===== config.mk =====
export PLATFORM = sky130hd
export DESIGN_NAME = sbcr_top
export DESIGN_NICKNAME = d
export VERILOG_FILES = /design/src/rtl/sbcr_top.v /design/src/rtl/sbcr_sync.v
export VERILOG_INCLUDE_DIRS = /design/src /design/src/rtl
export SDC_FILE = /design/constraint.sdc
export NUM_CORES = 1
export LEC_CHECK = 0
export BUFFER_PORTS_ARGS = -buffer_cell sky130_fd_sc_hd__buf_2
export CORE_MARGIN = 2
export CORE_UTILIZATION = 61
export CTS_BUF_LIST = sky130_fd_sc_hd__clkbuf_2 sky130_fd_sc_hd__clkbuf_4 sky130_fd_sc_hd__clkbuf_8
export DETAILED_ROUTE_END_ITERATION = 8
export GPL_ROUTABILITY_DRIVEN = 0
export GPL_TIMING_DRIVEN = 1
export HOLD_SLACK_MARGIN = 0.05
export PLACE_DENSITY = 0.8
export SYNTH_ARGS = -nofsm -noshare
export SYNTH_HDL_FRONTEND = slang
export SYNTH_HIERARCHICAL = 1
export SYNTH_SLANG_ARGS = --single-unit

===== constraint.sdc =====
create_clock -name ref_clk_in -period 2.7 [get_ports ref_clk_in]
set_input_delay 0.27 -clock ref_clk_in [delete_from_list [all_inputs] [get_ports ref_clk_in]]
set_output_delay 0.27 -clock ref_clk_in [all_outputs]
set_load 0.02 [all_outputs]

===== src/rtl/sbcr_map.vh =====
// Purpose: Constants of the sensor bus command receiver
// Assumes: 20 MHz reference clock, 50 ns period
// Notes: Times in ns, cycle counts derived from them
`ifndef SBCR_MAP_VH
`define SBCR_MAP_VH
// ==========================================================
// Clock
`define SBCR_CLK_PERIOD_NS 50
// ==========================================================
// Timing in ns
`define SBCR_ONE_BIT_WINDOW_NS 8000
`define SBCR_VALID_TIME_NS 1000
`define SBCR_LOCKOUT_DISC_NS 100000
`define SBCR_LOCKOUT_CRM_NS 200000
`define SBCR_LOCKOUT_PDCM_NS 50000
`define SBCR_SAMPLE_DELAY_NS 100000
// ==========================================================
// Cycle counts at the 50 ns clock, sized for the 16-bit counters
`define SBCR_ONE_BIT_CYC 16'h00A0
`define SBCR_VALID_CYC 16'h0014
`define SBCR_LOCK_DISC_CYC 16'h07D0
`define SBCR_LOCK_CRM_CYC 16'h0FA0
`define SBCR_LOCK_PDCM_CYC 16'h03E8
`define SBCR_SAMPLE_DELAY_CYC 16'h07D0
// ==========================================================
// Operating modes
`define SBCR_MODE_DISC 2'h0
`define SBCR_MODE_CRM 2'h1
`define SBCR_MODE_PDCM 2'h2
// ==========================================================
// Command lengths in bits per mode
`define SBCR_BITS_DISC 6'h01
`define SBCR_BITS_CRM 6'h20
`define SBCR_BITS_PDCM 6'h08
// ==========================================================
// Reset values
`define SBCR_CNT_RST 16'h0000
`endif


===== src/rtl/sbcr_top.v =====
// Purpose: Command receiver control of a supply-modulated sensor bus slave
// Assumes: 20 MHz oscillator, power-on reset on reset_n_in
// Notes: Comparator, sense and data pins synchronised by two flops
`timescale 1ns/10ps
`default_nettype none
`include "sbcr_map.vh"
module sbcr_top (
  // Clock and reset
  input wire ref_clk_in,
  input wire reset_n_in,
  // Bus comparator and decoded bit stream
  input wire cmd_detect_in,
  input wire cmd_bit_in,
  input wire cmd_bit_strobe_in,
  // Mode and configuration
  input wire [1:0] op_mode_in,
  input wire chain_switch_close_in,
  // Response transmitter requests
  input wire resp_single_req_in,
  input wire resp_double_req_in,
  // Downstream current sense
  input wire downstream_sense_in,
  // Receiver status
  output reg cmd_start_out,
  output reg cmd_valid_out,
  output reg cmd_block_out,
  output reg high_ref_sampling_enable_out,
  // Link layer hand-over
  output reg [31:0] cmd_data_out,
  output reg [5:0] cmd_len_out,
  output reg cmd_ready_out,
  // Response current selects
  output reg response_current_level_out,
  output reg response_current_double_out,
  // Discovery result and chain switch
  output reg downstream_slave_out,
  output reg chain_switch_drive_out
);
  // ==========================================================
  // Declarations
  wire detect_s; // Synchronised comparator
  wire sense_s; // Synchronised current sense
  wire bit_s; // Synchronised bit value
  wire strobe_s; // Synchronised bit strobe
  reg strobe_d; // Strobe delay for edge
  reg [15:0] det_cnt; // Detection counter
  reg [15:0] next_det_cnt; // Next counter value
  reg [15:0] low_cnt; // Consecutive comparator low samples, microcut filter
  wire por_hit; // Sampling delay ends this cycle
  reg [15:0] por_cnt; // Power-on sampling delay
  reg por_done; // Power-on delay over
  reg [31:0] shift; // Command shift register
  reg [5:0] bit_cnt; // Bits received
  wire bit_take; // One bit arrives
  wire window_miss; // Validation not reached in time
  wire lockout_end; // Mode lockout expired
  wire start_clear; // Any start clear

  // ==========================================================
  // Per-mode decode, lockout length and command bit count
  function [15:0] lock_cycles;
    input [1:0] mode;
    begin
      case (mode)
        `SBCR_MODE_DISC: lock_cycles = `SBCR_LOCK_DISC_CYC;
        `SBCR_MODE_CRM: lock_cycles = `SBCR_LOCK_CRM_CYC;
        default: lock_cycles = `SBCR_LOCK_PDCM_CYC;
      endcase
    end
  endfunction

  function [5:0] cmd_bits;
    input [1:0] mode;
    begin
      case (mode)
        `SBCR_MODE_DISC: cmd_bits = `SBCR_BITS_DISC;
        `SBCR_MODE_CRM: cmd_bits = `SBCR_BITS_CRM;
        default: cmd_bits = `SBCR_BITS_PDCM;
      endcase
    end
  endfunction

  // ==========================================================
  // Pin synchronisers
  sbcr_sync #(.RST_VAL(1'b1)) u_sync_det (
    .ref_clk_in(ref_clk_in),
    .reset_n_in(reset_n_in),
    .async_in(cmd_detect_in),
    .sync_out(detect_s)
  );
  sbcr_sync #(.RST_VAL(1'b0)) u_sync_sense (
    .ref_clk_in(ref_clk_in),
    .reset_n_in(reset_n_in),
    .async_in(downstream_sense_in),
    .sync_out(sense_s)
  );
  sbcr_sync #(.RST_VAL(1'b0)) u_sync_bit (
    .ref_clk_in(ref_clk_in),
    .reset_n_in(reset_n_in),
    .async_in(cmd_bit_in),
    .sync_out(bit_s)
  );
  sbcr_sync #(.RST_VAL(1'b0)) u_sync_stb (
    .ref_clk_in(ref_clk_in),
    .reset_n_in(reset_n_in),
    .async_in(cmd_bit_strobe_in),
    .sync_out(strobe_s)
  );

  // ==========================================================
  // Clear conditions of the start flag
  // Miss: window over while still below validation
  assign window_miss = cmd_start_out && !cmd_valid_out &&
    (det_cnt >= `SBCR_ONE_BIT_CYC);
  // Lockout counted from start, per mode
  assign lockout_end = cmd_start_out && (det_cnt >= lock_cycles(op_mode_in));
  assign start_clear = window_miss || lockout_end;
  // Power-on delay reaches its end on this edge
  assign por_hit = !por_done && (por_cnt >= `SBCR_SAMPLE_DELAY_CYC - 16'h0001);
  assign bit_take = strobe_s && !strobe_d && cmd_start_out && !cmd_block_out;

  // ==========================================================
  // Next counter value
  always @* begin
    next_det_cnt = det_cnt;
    if (start_clear) begin
      next_det_cnt = `SBCR_CNT_RST;
    end else if (cmd_start_out) begin
      next_det_cnt = det_cnt + 16'h0001;
    end else if (!detect_s) begin
      next_det_cnt = 16'h0001;
    end else begin
      next_det_cnt = `SBCR_CNT_RST;
    end
  end

  // ==========================================================
  // Counter, flags and sampling gate
  always @(posedge ref_clk_in or negedge reset_n_in) begin
    if (!reset_n_in) begin
      det_cnt <= `SBCR_CNT_RST;
      cmd_start_out <= 1'b0;
      cmd_valid_out <= 1'b0;
      high_ref_sampling_enable_out <= 1'b0;
      por_cnt <= `SBCR_CNT_RST;
      por_done <= 1'b0;
      low_cnt <= `SBCR_CNT_RST;
    end else begin
      det_cnt <= next_det_cnt;
      // Comparator low time, a high sample restarts it
      if (start_clear || detect_s) begin
        low_cnt <= `SBCR_CNT_RST;
      end else if (!cmd_start_out) begin
        low_cnt <= 16'h0001;
      end else if (!cmd_valid_out) begin
        low_cnt <= low_cnt + 16'h0001;
      end
      // Power-on delay before first sampling
      if (!por_done) begin
        if (por_hit) begin
          por_done <= 1'b1;
          // Not while a command runs, its clear enables later
          high_ref_sampling_enable_out <= !cmd_start_out;
        end else begin
          por_cnt <= por_cnt + 16'h0001;
        end
      end
      if (start_clear) begin
        cmd_start_out <= 1'b0;
        cmd_valid_out <= 1'b0;
        high_ref_sampling_enable_out <= por_done || por_hit;
      end else if (next_det_cnt == 16'h0001 && !cmd_start_out) begin
        cmd_start_out <= 1'b1;
        high_ref_sampling_enable_out <= 1'b0;
      end else if (cmd_start_out && !cmd_valid_out && !detect_s &&
                   low_cnt + 16'h0001 >= `SBCR_VALID_CYC) begin
        // Low long enough inside the window, microcuts never get here
        cmd_valid_out <= 1'b1;
      end
    end
  end

  // ==========================================================
  // Command assembly, block flag and hand-over
  always @(posedge ref_clk_in or negedge reset_n_in) begin
    if (!reset_n_in) begin
      strobe_d <= 1'b0;
      shift <= 32'h00000000;
      bit_cnt <= 6'h00;
      cmd_block_out <= 1'b0;
      cmd_data_out <= 32'h00000000;
      cmd_len_out <= 6'h00;
      cmd_ready_out <= 1'b0;
    end else begin
      strobe_d <= strobe_s;
      cmd_ready_out <= 1'b0;
      if (start_clear) begin
        cmd_block_out <= 1'b0;
        bit_cnt <= 6'h00;
        shift <= 32'h00000000;
      end else if (bit_take && cmd_valid_out) begin
        shift <= {shift[30:0], bit_s};
        bit_cnt <= bit_cnt + 6'h01;
        if (bit_cnt + 6'h01 == cmd_bits(op_mode_in)) begin
          cmd_block_out <= 1'b1;
          cmd_data_out <= {shift[30:0], bit_s};
          cmd_len_out <= cmd_bits(op_mode_in);
          cmd_ready_out <= 1'b1;
        end
      end
    end
  end

  // ==========================================================
  // Response selects, discovery sense, chain switch
  always @(posedge ref_clk_in or negedge reset_n_in) begin
    if (!reset_n_in) begin
      response_current_level_out <= 1'b0;
      response_current_double_out <= 1'b0;
      downstream_slave_out <= 1'b0;
      chain_switch_drive_out <= 1'b0;
    end else begin
      response_current_level_out <= resp_single_req_in;
      response_current_double_out <= resp_double_req_in;
      if (op_mode_in == `SBCR_MODE_DISC) begin
        downstream_slave_out <= sense_s;
      end
      chain_switch_drive_out <= chain_switch_close_in;
    end
  end
endmodule
`default_nettype wire


===== src/rtl/sbcr_sync.v =====
// Purpose: Two-flop synchroniser for pin levels
// Assumes: Single destination clock
// Notes: First stage is read only by the second
`timescale 1ns/10ps
`default_nettype none
module sbcr_sync #(
  parameter RST_VAL = 1'b0
) (
  // Clock and reset
  input wire ref_clk_in,
  input wire reset_n_in,
  // Level in and out
  input wire async_in,
  output reg sync_out
);
  reg stage1; // First stage, metastable

  // ==========================================================
  // Synchroniser chain
  always @(posedge ref_clk_in or negedge reset_n_in) begin
    if (!reset_n_in) begin
      stage1 <= RST_VAL;
      sync_out <= RST_VAL;
    end else begin
      stage1 <= async_in;
      sync_out <= stage1;
    end
  end
endmodule
`default_nettype wire


Word-level counts from Yosys, hierarchy flattened
Index checks and enable logic that the tools add are counted.
- bits in registers: 142
- output and inout bits: 47
- add/subtract/negate cells: 4
- magnitude comparators: 4
- bitwise gates (word level): 3
- reduce and logical (&&, ||, !) cells: 31
- equality and inequality tests: 6
- mux-type cells: 31
- operators by type and width (operator ; count):
    $mux W16 ; 5
    $mux W31 ; 2
    $add A16 B1 Y16 const B ; 3
    $mux W6 ; 4
    $pmux W12 S2 ; 1
    $mux W1 ; 18
    $eq A16 B1 Y1 const B ; 1
    $ge A16 B11 Y1 const B ; 1
    $ge A16 B16 Y1 ; 1
    $ge A16 B5 Y1 const B ; 1
    $ge A16 B8 Y1 const B ; 1
    $pmux W6 S2 ; 1
    $logic_and A1 B1 Y1 ; 11
    $reduce_and A2 Y1 ; 4
    $reduce_bool A2 Y1 ; 4
    $add A6 B1 Y6 const B ; 1
    $eq A6 B6 Y1 ; 1
    $logic_not A1 Y1 ; 6
    $logic_or A1 B1 Y1 ; 3
    $ne A3 B1 Y1 const B ; 1
    $ne A3 B2 Y1 const B ; 1
    $not A1 Y1 ; 3
    $reduce_and A3 Y1 ; 1
    $reduce_bool A3 Y1 ; 1
    3 further kinds ; 3

Longest topological paths before layout
- depth after elaboration: 11
- mapped depth: 12
- gate-level depth less buffers: 9

Modules after synthesis
Netlist, hierarchy kept.
- modules (own cells, without submodules) (module ; sequential area each (um2) ; instances ; cells each ; area an instance (um2)):
    sbcr_top ; 3278.1 ; 1 ; 491 ; 5868.1
    sbcr_sync at u_sync_bit ... ; 50.0 ; 3 ; 2 ; 50.0
    sbcr_sync at u_sync_det ; 52.6 ; 1 ; 2 ; 52.6

Least setup slack after synthesis
OpenSTA, ideal clock, no wires.
- path type: in2reg
- start: in op_mode_in[1]
- end: reg cmd_data_out[18]
- data required time: 2.575 ns
- path buffers: 3
- cell stages on the path: 11
- data arrival time: 2.466 ns
- path slack: 0.109 ns
- setup time: 0.125 ns
- cells stage by stage: buf_2 nor2_1 inv_1 ha_1 nor4bb_1 nand4_1 o21ai_2 nand4bb_1 buf_4 buf_6 mux2_4
- longest elaborated chain between the ends: 7
- elaborated cells between the ends (all ways): 12
- ends and longest elaborated chain (element ; line ; text):
    from (decl) ; sbcr_top.v:16 ; input wire [1:0] op_mode_in,
    $eq A2 B1 Y1 or $logic_not A2 Y1 (tied branches) ; sbcr_top.v:64, sbcr_top.v:75 ;
    $pmux W12 S2 ; sbcr_top.v:64 ; case (mode)
    $ge A16 B16 Y1 ; sbcr_top.v:116 ; assign lockout_end = cmd_start_out && (det_cnt >= lock_cycles(op_mode_in));
    $logic_and A1 B1 Y1 ; sbcr_top.v:116 ;
    $logic_or A1 B1 Y1 ; sbcr_top.v:117 ; assign start_clear = window_miss || lockout_end;
    $not A1 Y1 (no source line) ; n/a ;
    $reduce_and A3 Y1 (no source line) (*) ; n/a ;
    to (signal assigned) ; sbcr_top.v:206 ; cmd_data_out <= {shift[30:0], bit_s};
    to (decl) ; sbcr_top.v:29 ; output reg [31:0] cmd_data_out,
Mark *: on every way between the ends. The rest lies on a longest branch, timed or not. The select of a mux whose other input is x is not followed.
A chain may end at the register's enable or synchronous reset.

Worst setup path after layout
- start: reg det_cnt[4]
- end: reg shift[0]
- longest elaborated chain between the ends: 4
- elaborated cells between the ends (all ways): 7
- ends and longest elaborated chain (element ; line ; text):
    from (decl) ; sbcr_top.v:46 ; reg [15:0] det_cnt;
    from (signal assigned) ; sbcr_top.v:141 ; det_cnt <= `SBCR_CNT_RST;
    from (signal assigned) ; sbcr_top.v:149 ; det_cnt <= next_det_cnt;
    $ge A16 B8 Y1 (no source line) or $ge A16 B16 Y1 (tied branches) ; n/a ;
    $logic_and A1 B1 Y1 (on tied branches) ; sbcr_top.v:113, sbcr_top.v:116 ;
    $logic_or A1 B1 Y1 (*) ; sbcr_top.v:117 ;
    $mux W31 or $reduce_bool A2 Y1 (tied branches) ; n/a ;
    to (signal assigned) ; sbcr_top.v:202 ; shift <= {shift[30:0], bit_s};
    to (decl) ; sbcr_top.v:52 ; reg [31:0] shift;
Mark *: on every way between the ends. The rest lies on a longest branch, timed or not.

==> impl_results.md <==
- Reg2reg end: shift[0]
- Required @ worst endpoint: 3080 ps
- Port Buffers: 54
- Detailed Place HPWL: 7.61 mm
- First-pass GRT wire length: 19.7 mm
- Layout Skew: 13.6 ps
- Clock Power Share: 43.8%
- Cells on worst reg2reg path: 6
- Number of synthesized register bits: 139
- Startpoint types: flip-flop
- Site Rows: 36
- Final period util: 91.7%
- Yosys top cell area share: 56.5%
- DRT antenna net count: 0
- Critical path endpoint: shift[0]
- Buffer count from post-CTS setup fixing: 0
- Slew @ Worst Pin: 732 ps
- Outcome: completed
- CP Launch Point: det_cnt[4]
- Pins Over Slew Limit: 0
- Fin. Hold Viols: 0
- H-tree levels: 4
- Share of cells above drive strength 1: 26.1%
- Core Area: 9730 sq um
- Net load switching power: 0.000943 W
- Clk sinks: 139
- Synth top cells by count: dfrtp_1 (137), nor2_1 (40), a22o_1 (34)
- Power Density: 574 nW/um^2
- Final setup viols: 0
- Peak supply drop: 0.000355 V
- Die Span Y: 104 microns
- Arr. time, crit path: 2860 ps
- Clock transition at the registers of the reported paths: 80 ps
- DRC: 0
- Nets: 589
- Worst path max stage delay: 540 ps
- Die area: 10800 sq um
- CTS Buffer Depth: 2
- Crit-path cells: ha_1, a2111oi_1, nor3_2, o31ai_4, buf_4, a22o_1
- ANT cells: 0
- Initial DRC Count: 283
- Final Power: 0.00404 W
- Synth area leader: dfrtp_1
- Post-synth EDFFs: 0
- Top_reg_cell synth: dfrtp_1
- # IOs: 58
- Worst setup EP type: flip-flop
- Worst path slowest cell: a2111oi_1
- Sequential share of the synthesized area: 57.3%
- Aggregate routed wire length: 11.7 mm
- Initial antenna violation count: 0
- Latest clock arrival within the worst-skew pair: 440 ps
- FF-to-FF Start: det_cnt[4]
- Synth cell types: 57
- Width of the die: 104 microns
- FF-to-FF setup slack: 220 ps
- Net Sw Frac: 23.4%
- Internal: 0.00309 W
- Final Non-Filler Cells: 712
- Fin crit period: 2480 ps
- Dpl cells: 674
- Leak: 3.41 nW
- Netlist area before placement: 6070 sq um
- Worst Path Class, Setup: flip-flop to flip-flop
- Avg Cell Area, Syn: 12.2 sq um
- Max_cap viols: 0
- Main area contributors after synthesis: dfrtp_1 (56%), a22o_1 (4.9%), mux2_2 (3.9%), mux2_4 (3.7%), xnor2_1 (3.3%)
- Most frequent cell after synthesis: dfrtp_1
- Combinational share of power: 3.9%
- Synth async-reset ratio: 100%
- Global Route Usage Sum: 23.0%
- CTS tree: built
- Total CTS buffers: 17
- Ys Warns: 6
- Area grow syn2layout: 15.7%
- Initial Utilization: 62.4%
- Via count: 4081
- Crit path buffers/inverters: 1
- Worst slew margin: 50.8%
- Class of the worst hold path: input pin to flip-flop
- RSZ-0062 raised after global routing: false
- Critical path depth: 6
- Delay-heaviest family, CP: compound AO/OA/AOI/OAI gates
- Vias in the first global route: 3951
- Routed WL per cell: 16.4 microns
- Largest net degree at the start of global routing: 65
- Vias per cell: 5.73
- Max frequency: 404 MHz
- Crit Path Max Fanout: 15
- Post-synthesis cell count: 499
- DRT Pass-1 Iters: 4
- Setup TNS: 0 ps
- Global route total overflow: 0
- Flop pwr share: 52.2%
- CTS root buffer: clkbuf_8
## routing by layer
layer | GRT usage (%) | vias up | wire length (microns)
met5 | 0 | - | 0
met4 | 8.98 | 0 | 195
met3 | 6.17 | 24 | 562
met2 | 36.1 | 127 | 5760
met1 | 30.8 | 2032 | 5160
li1 | - | 1898 | -
## state kept, by name (all words and copies together) (netlist names), 3 cells and up
signal        count
low_cnt          16
shift            31
cmd_len_out       3
det_cnt          16
bit_cnt           6
por_cnt          16
cmd_data_out     32
## worst min path at each step
stage,from,end,slack (ps),cells after the start
global route,op_mode_in[1],cmd_len_out[3],150,2
global placement,reset_n_in,det_cnt[15],230,1
detailed placement,reset_n_in,det_cnt[15],240,1
floorplan,reset_n_in,bit_cnt[0],-30,0
CTS,op_mode_in[1],cmd_len_out[3],120,2
finish,op_mode_in[1],cmd_len_out[3],140,2
## area by class of cell
type | instances | area [sq um]
Sequential cell | 139 | 3480
Inverter | 8 | 30.0
Clock buffer | 18 | 248
Clock inverter | 12 | 164
Timing Repair Buffer | 80 | 517
Fill cell | 674 | 2700
Multi-Input combinational cell | 322 | 2420
Tap cell | 133 | 166
## stage by stage
stage	util (%)	cell area, sq um	setup WS (ps)	hold WS, ps
2_1_floorplan	-	6090	109	-25.6
3_3_place_gp	67.1	6530	129	234
6_report	72.2	7030	224	136
3_5_place_dp	67.1	6530	-1.05	236
4_1_cts	72.2	7020	149	115
5_1_grt	72.2	7030	118	148
## what timing repair did
action,in CTS,in global routing
hold buffers,8,0
resized for setup,0,1
endpoints found under the hold margin,52,0
endpoints found under the setup margin,0,2
## logic make-up (layout without fill, tap and decap cells)
logic type      Yosys count  in the layout  share of synthesized area, %
simple gates            147            147                          12.8
flops                   139            139                          57.3
compound gates           75             75                          9.83
xor+xnor                 45             45                          6.49
buf+inv                  43            118                          3.34
mux                      39             39                          8.10
fa+ha+maj                10             10                          2.06
other cells               1              6                        0.0618
## power by group through the flow
| stage | combinational (W) | sequential [W] | clock (W) |
|---|---|---|---|
| after global routing | 0.000179 | 0.00211 | 0.00189 |
| after global placement | 0.000146 | 0.00215 | 0 |
| final | 0.000159 | 0.00211 | 0.00177 |
| after floorplan | 0.0000646 | 0.00216 | 0 |
| after detailed placement | 0.000150 | 0.00215 | 0 |
| after CTS | 0.000161 | 0.00211 | 0.00179 |
## cell usage in the layout, fill, tap and decap left out, types with 8 or more instances in the layout
cell type	instances
buf_2	53
mux2_2	21
nor3_1	10
buf_4	16
dfrtp_1	137
inv_1	8
nand2_1	22
dlygate4sd3_1	8
mux2_4	15
nand3_1	17
ha_1	10
clkbuf_8	18
xnor2_1	23
nor4_1	8
xor2_1	22
nand4_1	12
nand2b_1	8
o21ai_0	8
a22o_1	34
nor2_1	40
## worst reg2reg max path, delay by kind of cell (launching register included)
| family | cells | cell delay, ps |
|---|---|---|
| compound gates | 3 | 1160 |
| flops | 1 | 430 |
| fa+ha+maj | 1 | 340 |
| buf+inv | 1 | 280 |
| simple gates | 1 | 210 |
Note: power is estimated with default switching activity, not from simulation.
